==> src/hdl/taskfile_consts.vh <==
`ifndef TASKFILE_CONSTS_VH
`define TASKFILE_CONSTS_VH

// register offsets within the lower kilobyte
`define OFS_DATA 4'h0
`define OFS_FAULT 4'h1
`define OFS_COUNT 4'h2
`define OFS_START 4'h3
`define OFS_TRACK_LO 4'h4
`define OFS_TRACK_HI 4'h5
`define OFS_UNIT_HEAD 4'h6
`define OFS_COND 4'h7
`define OFS_DATA_EVEN_DUP 4'h8
`define OFS_DATA_ODD_DUP 4'h9
`define OFS_FAULT_DUP 4'hd
`define OFS_SHADOW 4'he
`define OFS_UNIT_ADDR 4'hf

// address fields
`define ADDR_WINDOW_BIT 10
`define ADDR_TOP_BIT 10

// reset values of writable registers
`define RST_BYTE 8'h00

// fifo geometry
`define FIFO_WIDTH 16
`define FIFO_DEPTH 16
`define FIFO_AW 4

`endif

==> src/hdl/taskfile_decode.v <==
// Operation
// - common memory selected: registers sit in lowest 2 KByte, higher address bits ignored
// - both lane enables low: offset 0 is a 16-bit data word
// - low lane only: two byte accesses at 0 give even then odd byte
// - high lane only at 0: error on read, features on write
// - offsets 8, 9, D duplicate 0 and 1 without overlapping
// - offset 8 equals 0, 9 gives odd byte; 9 then 8 moves odd, even
// - repeated byte accesses at 8 or 0 step bytes even then odd
// - repeated word accesses at 8, 9 or 0 step consecutive words
// - alternating byte accesses 8 then 9 step bytes even then odd
// - even addresses in upper kilobyte decode as offset 8
// - odd addresses in upper kilobyte decode as offset 9
// - upper kilobyte reaches only the sequential fifo, no random access
// - word access at 8: even byte on low lane, odd byte high lane
`include "taskfile_consts.vh"

module taskfile_decode (
    // clock and reset
    input wire ref_clk,
    input wire sys_rst,
    // host access, one-cycle strobes
    input wire reg_select,
    input wire [10:0] addr,
    input wire low_lane_enable_n,
    input wire high_lane_enable_n,
    input wire rd_strobe,
    input wire wr_strobe,
    input wire [15:0] wr_data,
    output reg [15:0] rd_data,
    output reg rd_valid,
    // card side: data toward host
    input wire [15:0] card_word,
    input wire card_word_valid,
    output wire card_word_ready,
    // card side: data from host
    output reg [15:0] host_word,
    output reg host_word_valid,
    input wire host_word_ready,
    // card side: status inputs
    input wire [7:0] fault_info,
    input wire [7:0] condition,
    input wire [7:0] unit_address,
    // card side: register contents
    output reg [7:0] option_select,
    output reg [7:0] transfer_block_count,
    output reg [7:0] start_block_low,
    output reg [7:0] track_address_low,
    output reg [7:0] track_address_high,
    output reg [7:0] unit_and_head_select,
    output reg [7:0] opcode,
    output reg opcode_strobe,
    output reg [7:0] device_control
);

////////////////////////////////////////////////////////////////////////////////
// address decode

// upper kilobyte folds onto 8/9 by a0 alone; lower kilobyte uses a3..a0 only
function [3:0] eff_offset;
    input [10:0] a;
    begin
        if (a[`ADDR_WINDOW_BIT])
            eff_offset = a[0] ? `OFS_DATA_ODD_DUP : `OFS_DATA_EVEN_DUP;
        else
            eff_offset = a[3:0];
    end
endfunction

wire [3:0] ofs;
wire access;
wire word_acc;
wire lo_only;
wire hi_only;
wire is_data_ofs;
wire data_word;
wire data_lo_byte;
wire data_hi_byte;
wire data_odd_byte;
wire fault_hit;

assign ofs = eff_offset(addr);
// i/o mode accesses belong to another decoder
assign access = reg_select && (rd_strobe || wr_strobe);
assign word_acc = !low_lane_enable_n && !high_lane_enable_n;
assign lo_only = !low_lane_enable_n && high_lane_enable_n;
assign hi_only = low_lane_enable_n && !high_lane_enable_n;
assign is_data_ofs = (ofs == `OFS_DATA) || (ofs == `OFS_DATA_EVEN_DUP) || (ofs == `OFS_DATA_ODD_DUP);
// word at offset 1 also treated as word data, as the overlap demands
assign data_word = word_acc && (is_data_ofs || ofs == `OFS_FAULT);
// low-lane byte at 0 or 8 steps even/odd
assign data_lo_byte = lo_only && ((ofs == `OFS_DATA) || (ofs == `OFS_DATA_EVEN_DUP));
// odd byte: low-lane at 9, or high-lane at 8/9
assign data_odd_byte = (lo_only && ofs == `OFS_DATA_ODD_DUP) ||
    (hi_only && (ofs == `OFS_DATA_EVEN_DUP || ofs == `OFS_DATA_ODD_DUP));
assign data_hi_byte = data_odd_byte;
assign fault_hit = (lo_only && (ofs == `OFS_FAULT || ofs == `OFS_FAULT_DUP)) ||
    (hi_only && (ofs == `OFS_DATA || ofs == `OFS_FAULT)) ||
    (word_acc && ofs == `OFS_FAULT_DUP);

////////////////////////////////////////////////////////////////////////////////
// read-side fifo and byte stepping

wire rf_valid;
wire [15:0] rf_data;
reg rf_pop;
// 0 = next byte is even half, 1 = odd half of the current word
reg byte_phase;
reg [7:0] wr_even;
reg next_byte_phase;
reg pop_now;

word_fifo #(
    .WIDTH(`FIFO_WIDTH),
    .DEPTH(`FIFO_DEPTH),
    .AW(`FIFO_AW)
) u_read_fifo (
    .ref_clk(ref_clk),
    .sys_rst(sys_rst),
    .in_valid(card_word_valid),
    .in_ready(card_word_ready),
    .in_data(card_word),
    .out_valid(rf_valid),
    .out_ready(rf_pop),
    .out_data(rf_data)
);

always @*
begin
    pop_now = 1'b0;
    next_byte_phase = byte_phase;
    if (access && rd_strobe)
    begin
        if (data_word)
        begin
            pop_now = 1'b1;
            next_byte_phase = 1'b0;
        end
        else if (data_lo_byte)
        begin
            pop_now = byte_phase;
            next_byte_phase = !byte_phase;
        end
        else if (data_odd_byte)
        begin
            // odd byte closes the word whatever came before
            pop_now = 1'b1;
            next_byte_phase = 1'b0;
        end
    end
    else if (access && wr_strobe)
    begin
        if (data_lo_byte)
            next_byte_phase = !byte_phase;
        else if (data_word || data_odd_byte)
            next_byte_phase = 1'b0;
    end
end

////////////////////////////////////////////////////////////////////////////////
// registers and answers

always @(posedge ref_clk or posedge sys_rst)
begin
    if (sys_rst)
    begin
        rd_data <= 16'h0000;
        rd_valid <= 1'b0;
        rf_pop <= 1'b0;
        byte_phase <= 1'b0;
        wr_even <= `RST_BYTE;
        host_word <= 16'h0000;
        host_word_valid <= 1'b0;
        option_select <= `RST_BYTE;
        transfer_block_count <= `RST_BYTE;
        start_block_low <= `RST_BYTE;
        track_address_low <= `RST_BYTE;
        track_address_high <= `RST_BYTE;
        unit_and_head_select <= `RST_BYTE;
        opcode <= `RST_BYTE;
        opcode_strobe <= 1'b0;
        device_control <= `RST_BYTE;
    end
    else
    begin
        rd_valid <= 1'b0;
        opcode_strobe <= 1'b0;
        rf_pop <= pop_now && rf_valid;
        byte_phase <= next_byte_phase;
        if (host_word_valid && host_word_ready)
            host_word_valid <= 1'b0;
        if (access && rd_strobe)
        begin
            rd_valid <= 1'b1;
            rd_data <= 16'h0000;
            // pop lags one cycle; stepping counts on strobes at least two cycles apart
            if (data_word)
                rd_data <= rf_data;
            else if (data_lo_byte)
                rd_data <= {8'h00, byte_phase ? rf_data[15:8] : rf_data[7:0]};
            else if (data_odd_byte && lo_only)
                rd_data <= {8'h00, rf_data[15:8]};
            else if (data_odd_byte)
                rd_data <= {rf_data[15:8], 8'h00};
            else if (fault_hit && hi_only)
                rd_data <= {fault_info, 8'h00};
            else if (fault_hit && word_acc)
                rd_data <= {fault_info, 8'h00};
            else if (fault_hit)
                rd_data <= {8'h00, fault_info};
            else if (!word_acc)
            begin
                case (ofs)
                    `OFS_COUNT: rd_data <= {8'h00, transfer_block_count};
                    `OFS_START: rd_data <= {8'h00, start_block_low};
                    `OFS_TRACK_LO: rd_data <= {8'h00, track_address_low};
                    `OFS_TRACK_HI: rd_data <= {8'h00, track_address_high};
                    `OFS_UNIT_HEAD: rd_data <= {8'h00, unit_and_head_select};
                    `OFS_COND: rd_data <= {8'h00, condition};
                    `OFS_SHADOW: rd_data <= {8'h00, condition};
                    `OFS_UNIT_ADDR: rd_data <= {8'h00, unit_address};
                    default: rd_data <= 16'h0000;
                endcase
            end
        end
        else if (access && wr_strobe)
        begin
            // a full outbound word overwrites the last one even if the card has not taken it
            if (data_word)
            begin
                host_word <= wr_data;
                host_word_valid <= 1'b1;
            end
            else if (data_lo_byte && !byte_phase)
                wr_even <= wr_data[7:0];
            else if (data_lo_byte || (data_odd_byte && lo_only))
            begin
                host_word <= {wr_data[7:0], wr_even};
                host_word_valid <= 1'b1;
            end
            else if (data_odd_byte)
            begin
                host_word <= {wr_data[15:8], wr_even};
                host_word_valid <= 1'b1;
            end
            else if (fault_hit && !lo_only)
                option_select <= wr_data[15:8];
            else if (fault_hit)
                option_select <= wr_data[7:0];
            else if (!word_acc)
            begin
                case (ofs)
                    `OFS_COUNT: transfer_block_count <= wr_data[7:0];
                    `OFS_START: start_block_low <= wr_data[7:0];
                    `OFS_TRACK_LO: track_address_low <= wr_data[7:0];
                    `OFS_TRACK_HI: track_address_high <= wr_data[7:0];
                    `OFS_UNIT_HEAD: unit_and_head_select <= wr_data[7:0];
                    `OFS_COND:
                    begin
                        opcode <= wr_data[7:0];
                        opcode_strobe <= 1'b1;
                    end
                    `OFS_SHADOW: device_control <= wr_data[7:0];
                    default: opcode_strobe <= 1'b0;
                endcase
            end
        end
    end
end

endmodule // taskfile_decode

==> src/hdl/word_fifo.v <==
module word_fifo #(
    parameter WIDTH = 16,
    parameter DEPTH = 16,
    parameter AW = 4
)(
    // clock and reset
    input wire ref_clk,
    input wire sys_rst,
    // filling side
    input wire in_valid,
    output wire in_ready,
    input wire [WIDTH-1:0] in_data,
    // draining side
    output wire out_valid,
    input wire out_ready,
    output wire [WIDTH-1:0] out_data
);

// full level sized to the counter, not cut from an untyped parameter
localparam [AW:0] FULL_COUNT = DEPTH;

reg [WIDTH-1:0] mem [0:DEPTH-1];
reg [AW-1:0] wr_ptr;
reg [AW-1:0] rd_ptr;
reg [AW:0] count;
wire do_wr;
wire do_rd;

assign in_ready = (count != FULL_COUNT);
assign out_valid = (count != {(AW+1){1'b0}});
assign out_data = mem[rd_ptr];
assign do_wr = in_valid && in_ready;
assign do_rd = out_valid && out_ready;

always @(posedge ref_clk)
begin
    if (do_wr)
    begin
        mem[wr_ptr] <= in_data;
    end
end

always @(posedge ref_clk or posedge sys_rst)
begin
    if (sys_rst)
    begin
        wr_ptr <= {AW{1'b0}};
        rd_ptr <= {AW{1'b0}};
        count <= {(AW+1){1'b0}};
    end
    else
    begin
        if (do_wr)
        begin
            wr_ptr <= wr_ptr + 1'b1;
        end
        if (do_rd)
        begin
            rd_ptr <= rd_ptr + 1'b1;
        end
        if (do_wr && !do_rd)
        begin
            count <= count + 1'b1;
        end
        else if (do_rd && !do_wr)
        begin
            count <= count - 1'b1;
        end
    end
end

endmodule // word_fifo

==> config.mk <==
export PLATFORM = sky130hd
export DESIGN_NAME = taskfile_decode
export DESIGN_NICKNAME = d
export VERILOG_FILES = /design/src/hdl/taskfile_decode.v /design/src/hdl/word_fifo.v
export VERILOG_INCLUDE_DIRS = /design/src /design/src/hdl
export SDC_FILE = /design/constraint.sdc
export NUM_CORES = 1
export LEC_CHECK = 0
export BUFFER_PORTS_ARGS = -buffer_cell sky130_fd_sc_hd__buf_2
export CORE_MARGIN = 10
export CORE_UTILIZATION = 60
export CTS_BUF_LIST = sky130_fd_sc_hd__clkbuf_16
export CTS_CLUSTER_SIZE = 14
export DETAILED_ROUTE_END_ITERATION = 10
export PLACE_DENSITY = 0.81
export SYNTH_ARGS = -nofsm -noshare
export SYNTH_HDL_FRONTEND = slang
export SYNTH_SLANG_ARGS = --single-unit
==> constraint.sdc <==
create_clock -name ref_clk -period 5.6 [get_ports ref_clk]
set_clock_uncertainty 0.1 [all_clocks]
set_input_delay 0.28 -clock ref_clk [delete_from_list [all_inputs] [get_ports ref_clk]]
set_output_delay 0.28 -clock ref_clk [all_outputs]
set_load 0.05 [all_outputs]
==> flow_summary.ini, run 1 <==
[placed_design]
placed_area_mm2 = 0.0173
dp.cells = 1445
port_buffers = 169
gp_congestion = 0.913
dp_hpwl_mm = 26.0

[critical_path]
required_ns = 5.87
path_max_fanout = 51
cp-endpoint = rd_data[1]
arrival_ns = 3.46
cp-start-kind = flop
reg2reg_from = u_read_fifo.rd_ptr[0]
path_class = flop to flop
reg2reg_depth = 5
cp-startpoint = u_read_fifo.rd_ptr[0]
reg2reg_setup_slack_ns = 2.41
r2r_end = rd_data[1]
cp-end-kind = flop

[routing]
ant_nets = 0
drtPass1Iterations = 6
vias_per_cell = 6.32
wl_per_cell_um = 26.4
drt_wl_total_mm = 40.2
drcViolationCount = 0
vias = 9619
first_iter_violations = 1006

[cts]
cts_resized = 0
numCtsBuffers = 38
clk_pin_slew_ns = 0.06
cts.path.max_buffers = 3
cts_tree = built
postCtsSetupBuffers = 0
insertion_delay_ns = 0.52
cts.sinks = 378
htreeDepth = 2
cts_hold_buf = 7
clk_root_buffer_cell = clkbuf_16

[power_and_ir_drop]
finalPower_mw = 8.24
p_per_area_mw_per_mm2 = 445
leakage_nw = 7.32
peakVddDrop_mv = 0.335

[floorplan]
core_area_mm2 = 0.0263
initial_core_util = 0.614
die_area_mm2 = 0.0338
rows = 59
chipWidth_um = 184
io_pins = 176
die_h_um = 184

[synthesis]
yosysTopAreaCell = edfxtp_1
synth_top_area_frac = 0.477
synth_cell_types = 72
ys_warn_count = 0
syn_area_per_cell_um2 = 16.5
postSynthCellCount = 978
synth_edf_count = 256
synthTopCellsByArea = edfxtp_1 (48%), dfrtp_1 (19%), mux4_2 (8.7%)
synth_ff_type = edfxtp_1
netlist_area_mm2 = 0.0161
async_reset_ff_frac = 0.323
yosys.cell_count.top_type = edfxtp_1
ys_seq_area_frac = 0.666
synth_seq_cells = 378
synth_nets = 1064
synthTopCellsByCount = edfxtp_1 (256), dfrtp_1 (122), mux2_2 (73)

[status]
status = finished clean

[timing]
max_freq_ghz = 0.314
worst_pin_slew_ns = 1.32
slew_viol_final = 0
period_share = 0.569
hold_viol_final = 0
holdWs_ns = 0.0202
finalSetupViolCount = 0
rsz0062_at_grt = no
fin_setup_tns_ns = 0
slew_headroom = 0.120
finalCriticalPeriod_ns = 3.19

[global_routing]
grt_pass1_vias = 9881
grt_max_degree = 68
grt_pass1_wl_mm = 60.3
overflow = 0
grt_usage = 0.237
antenna_found_initial = 4

[finish]
nFillCells = 1727
fin_area_mm2 = 0.0185
drive_gt1_frac = 0.346
fin_nets = 1243
fin_cells = 1522
synthToLayoutAreaGrowth_pct = 14.8

[run]
cap_violations = 0

[min_path]
worstHoldPathType = input pin to flop
min_path_cells = 3
## worst max-delay path, cell delays in order, from the launching register on
cell	delay (ns)
dfrtp_4	1.03
buf_4	0.42
mux4_2	0.59
mux4_2	0.53
a21oi_1	0.19
o211ai_1	0.10
## where the power goes
group / switching [mW] / leakage (nW) / total [mW] / internal, mW
Sequential: 0.308 / 3.90 / 3.64 / 3.33
Combinational: 1.36 / 2.80 / 2.29 / 0.928
Clock: 1.00 / 0.612 / 2.31 / 1.31
## cell usage in the layout (no fill, tap or decap), types with 5 or more instances in the layout
master	netlist	routed
nor2_1	54	54
ha_1	9	9
buf_2	19	169
mux4_2	62	62
a21o_1	6	6
nor3_2	2	6
a21oi_1	40	40
o31ai_1	6	6
dfrtp_1	122	119
edfxtp_1	256	256
nand2b_1	7	7
a22oi_1	6	6
nor2b_1	5	5
clkbuf_16	0	39
mux2_2	73	73
dlygate4sd3_1	0	7
o21ai_0	12	12
xnor2_1	9	9
or3b_2	5	5
inv_1	12	26
a221oi_1	12	12
or3_1	5	5
clkinv_2	0	6
nand2_1	40	40
o22ai_1	7	7
mux2i_1	63	63
a31oi_1	9	9
nand3_1	6	6
buf_4	10	22
and2_1	7	7
## routing by layer
metal | vias to the layer above | part of all wire | global-route usage
li1 | 4185 | - | -
met1 | 4876 | 0.39 | 0.298
met2 | 479 | 0.49 | 0.397
met3 | 77 | 0.085 | 0.0545
met4 | 2 | 0.028 | 0.0862
met5 | - | 0.00025 | 0
## area by class of cell
type | instances | area [µm²] | area share
tap | 335 | 419 | 0.0227
sequential | 378 | 10700 | 0.581
timing repair buffer | 198 | 1080 | 0.0584
multi-input combinational | 528 | 5070 | 0.274
clock buffer | 39 | 976 | 0.0527
clock inverter | 28 | 153 | 0.00825
inverter | 13 | 51.3 | 0.00277
antenna | 3 | 7.51 | 0.000406
## stage by stage
stage               worst slack (ns)  utilization
finish                          2.41        0.704
global route                    2.24        0.704
CTS                             2.38        0.704
detailed placement              2.43        0.658
global placement                2.52        0.658
floorplan                       1.98            -
## cell families (layout without fill, tap and decap cells)
logic type | Yosys count | in the layout | synth area share
AO/OA/AOI/OAI | 141 | 141 | 0.0643
XOR/XNOR | 12 | 12 | 0.00652
adder cells (fa/ha/maj) | 10 | 10 | 0.00823
buffers and inverters | 72 | 278 | 0.0215
flip-flops | 378 | 378 | 0.666
multiplexers | 198 | 198 | 0.177
other | 0 | 3 | 0
AND/OR/NAND/NOR | 167 | 167 | 0.0566
## state kept, by name (all words and copies together) (netlist names)
register and count:
rf_pop 1, opcode 8, start_block_low 8, track_address_low 8, rd_data 16, rd_valid 1
opcode_strobe 1, u_read_fifo.wr_ptr 4, host_word 16, unit_and_head_select 8, host_word_valid 1, u_read_fifo.count 5
u_read_fifo.mem 256, track_address_high 8, device_control 8, byte_phase 1, wr_even 8, u_read_fifo.rd_ptr 4
option_select 8, transfer_block_count 8
## worst min path at each step
stage	from	end	slack (ns)
4_1_cts	wr_data[11]	option_select[3]	0.004
6_report	wr_data[11]	option_select[3]	0.02
2_1_floorplan	card_word[0]	u_read_fifo.mem[0][0]	0.28
5_1_grt	card_word[15]	u_read_fifo.mem[6][15]	0.03
3_5_place_dp	host_word_ready	host_word_valid	0.38
3_3_place_gp	host_word_ready	host_word_valid	0.37
Power figures use the tool's default switching activity.
==> run 2: changes to the inputs <==
--- a/config.mk
+++ b/config.mk
@@ -8,11 +8,11 @@
 export LEC_CHECK = 0
 export BUFFER_PORTS_ARGS = -buffer_cell sky130_fd_sc_hd__buf_2
 export CORE_MARGIN = 10
-export CORE_UTILIZATION = 60
+export CORE_UTILIZATION = 59
 export CTS_BUF_LIST = sky130_fd_sc_hd__clkbuf_16
 export CTS_CLUSTER_SIZE = 14
 export DETAILED_ROUTE_END_ITERATION = 10
-export PLACE_DENSITY = 0.81
+export PLACE_DENSITY = 0.8
 export SYNTH_ARGS = -nofsm -noshare
 export SYNTH_HDL_FRONTEND = slang
 export SYNTH_SLANG_ARGS = --single-unit
==> constraint.sdc (replaced) <==
create_clock -name ref_clk -period 3.25 [get_ports ref_clk]
set_clock_uncertainty 0.1 [all_clocks]
set_input_delay 0.1625 -clock ref_clk [delete_from_list [all_inputs] [get_ports ref_clk]]
set_output_delay 0.1625 -clock ref_clk [all_outputs]
set_load 0.05 [all_outputs]
==> flow_summary.ini, run 2 (synthesis gave the netlist of run 1 again) <==
[min_path]
worstHoldPathType = input pin to flop

[timing]
hold_viol_final = 0
finalSetupViolCount = 0
max_freq_ghz = 0.326
slew_viol_final = 0
finalCriticalPeriod_ns = 3.06
period_share = 0.943
worst_pin_slew_ns = 0.991
slew_headroom = 0.338
rsz0062_at_grt = no
fin_setup_tns_ns = 0

[power_and_ir_drop]
seq_power_share = 0.430
p_per_area_mw_per_mm2 = 764
leakage_nw = 7.55
netSwitchingFraction = 0.323
pwr-share-comb = 0.277
peakVddDrop_mv = 0.616
p_switching_mw = 4.71
clockPowerShare = 0.293
p_int_mw = 9.89

[cts]
clk_root_buffer_cell = clkbuf_16
cts_tree = built
numCtsBuffers = 40
cts.path.max_buffers = 3
cts.sinks = 378
insertion_delay_ns = 0.53
clk_pin_slew_ns = 0.06
htreeDepth = 2

[floorplan]
die_area_mm2 = 0.0343
initial_core_util = 0.598
core_area_mm2 = 0.0270
chipWidth_um = 185
die_h_um = 185
rows = 60
io_pins = 176

[finish]
fin_area_mm2 = 0.0191
largest_register_ff_count = 256
reg_top3 = u_read_fifo.mem: 256 flops, host_word: 16 flops, rd_data: 16 flops
drive_gt1_frac = 0.347
final_util = 0.709
seq_area_mm2 = 0.0107
multiInputGateArea_mm2 = 0.00507
fin_nets = 1291
synthToLayoutAreaGrowth_pct = 18.6
layout_common_cells = edfxtp_1 (256), buf_2 (169), dfrtp_1 (119)
top_register = u_read_fifo.mem
nFillCells = 1699
fin_cells = 1578
final_common_cell = edfxtp_1

[global_routing]
grt_pass1_wl_mm = 60.6
grt_usage = 0.235
antenna_found_initial = 0
overflow = 0
grt_max_degree = 68
grt_pass1_vias = 9901

[routing]
drt_wl_total_mm = 40.5
wl_per_cell_um = 25.7
drcViolationCount = 0
vias = 9782
ant_nets = 0
first_iter_violations = 859
vias_per_cell = 6.20
drtPass1Iterations = 7

[run]
cap_violations = 0

[critical_path]
reg2reg_setup_slack_ns = 0.19
path_max_fanout = 5
arrival_ns = 3.37
cp-end-kind = flop
required_ns = 3.56
cp-start-kind = flop
path_class = flop to flop

[placed_design]
dp.cells = 1461
port_buffers = 169
placed_area_mm2 = 0.0174
dp_hpwl_mm = 25.8
gp_congestion = 0.882

[status]
status = finished clean
## run 2: cell count changes in the layout (fill, tap and decap cells not counted), sizes merged, moves of 4 or more
cell         before  now
clkinv           11   15
clkinvlp          1    6
dlygate4sd3       7   43
inv              28   22
buf             191  201
## run 2: stage by stage
stage / hold slack (ns) / setup WS, ns / total power, mW
floorplan: 0.161 / 0.129 / 9.12
detailed placement: 0.261 / 0.224 / 10.3
global route: 0.0240 / 0.00142 / 15.2
global placement: 0.257 / 0.273 / 10.2
CTS: 0.000333 / 0.163 / 14.7
finish: 0.0198 / 0.187 / 14.6
## run 2: path summary, 6_finish.rpt
kind	cells after the start	from	end
max	12	u_read_fifo.count[0]	u_read_fifo.count[4]
min	3	wr_data[0]	host_word[8]
max reg2reg	12	u_read_fifo.count[0]	u_read_fifo.count[4]
min reg2reg	2	rd_data[14]	rd_data[14]
max in group asynchronous	4	sys_rst	track_address_low[4]
min in group asynchronous	3	sys_rst	u_read_fifo.count[2]
## run 2: worst max-delay path, stage by stage (launching register included)
cell	delay, ns
dfrtp_1	0.44
or4_1	0.56
nor2_1	0.16
nor2b_1	0.11
inv_1	0.11
ha_1	0.20
inv_1	0.11
fa_1	0.47
a21o_1	0.18
a21oi_1	0.17
xnor2_1	0.13
nor2_1	0.06
xor2_1	0.15
## run 2: per-layer routing
metal  global-route usage  wire (µm)  vias to the layer above
li1                     -          -                     4297
met1                0.301      16200                     4960
met2                0.385      19600                      440
met3               0.0533       3390                       85
met4               0.0897       1320                        0
met5                    0          0                        -
## run 2: repair_timing
item,4_1_cts,5_1_grt
endpoints found under the hold margin,322,0
hold buffers,43,0
setup buffers,0,0
gates resized for setup,0,0
## run 2: layout make-up
type,instances,area share
clock inverter,32,0.0114
multi-input combinational,528,0.265
tap,341,0.0223
sequential,378,0.562
antenna,1,0.000131
clock buffer,41,0.0537
timing repair buffer,244,0.0826
inverter,13,0.00275
## run 2: power groups by stage
stage / logic, mW / clock network [mW] / registers [mW]
floorplan: 2.54 / 0 / 6.59
global placement: 3.90 / 0 / 6.32
detailed placement: 3.97 / 0 / 6.35
CTS: 4.07 / 4.36 / 6.28
global route: 4.31 / 4.56 / 6.35
finish: 4.05 / 4.28 / 6.28
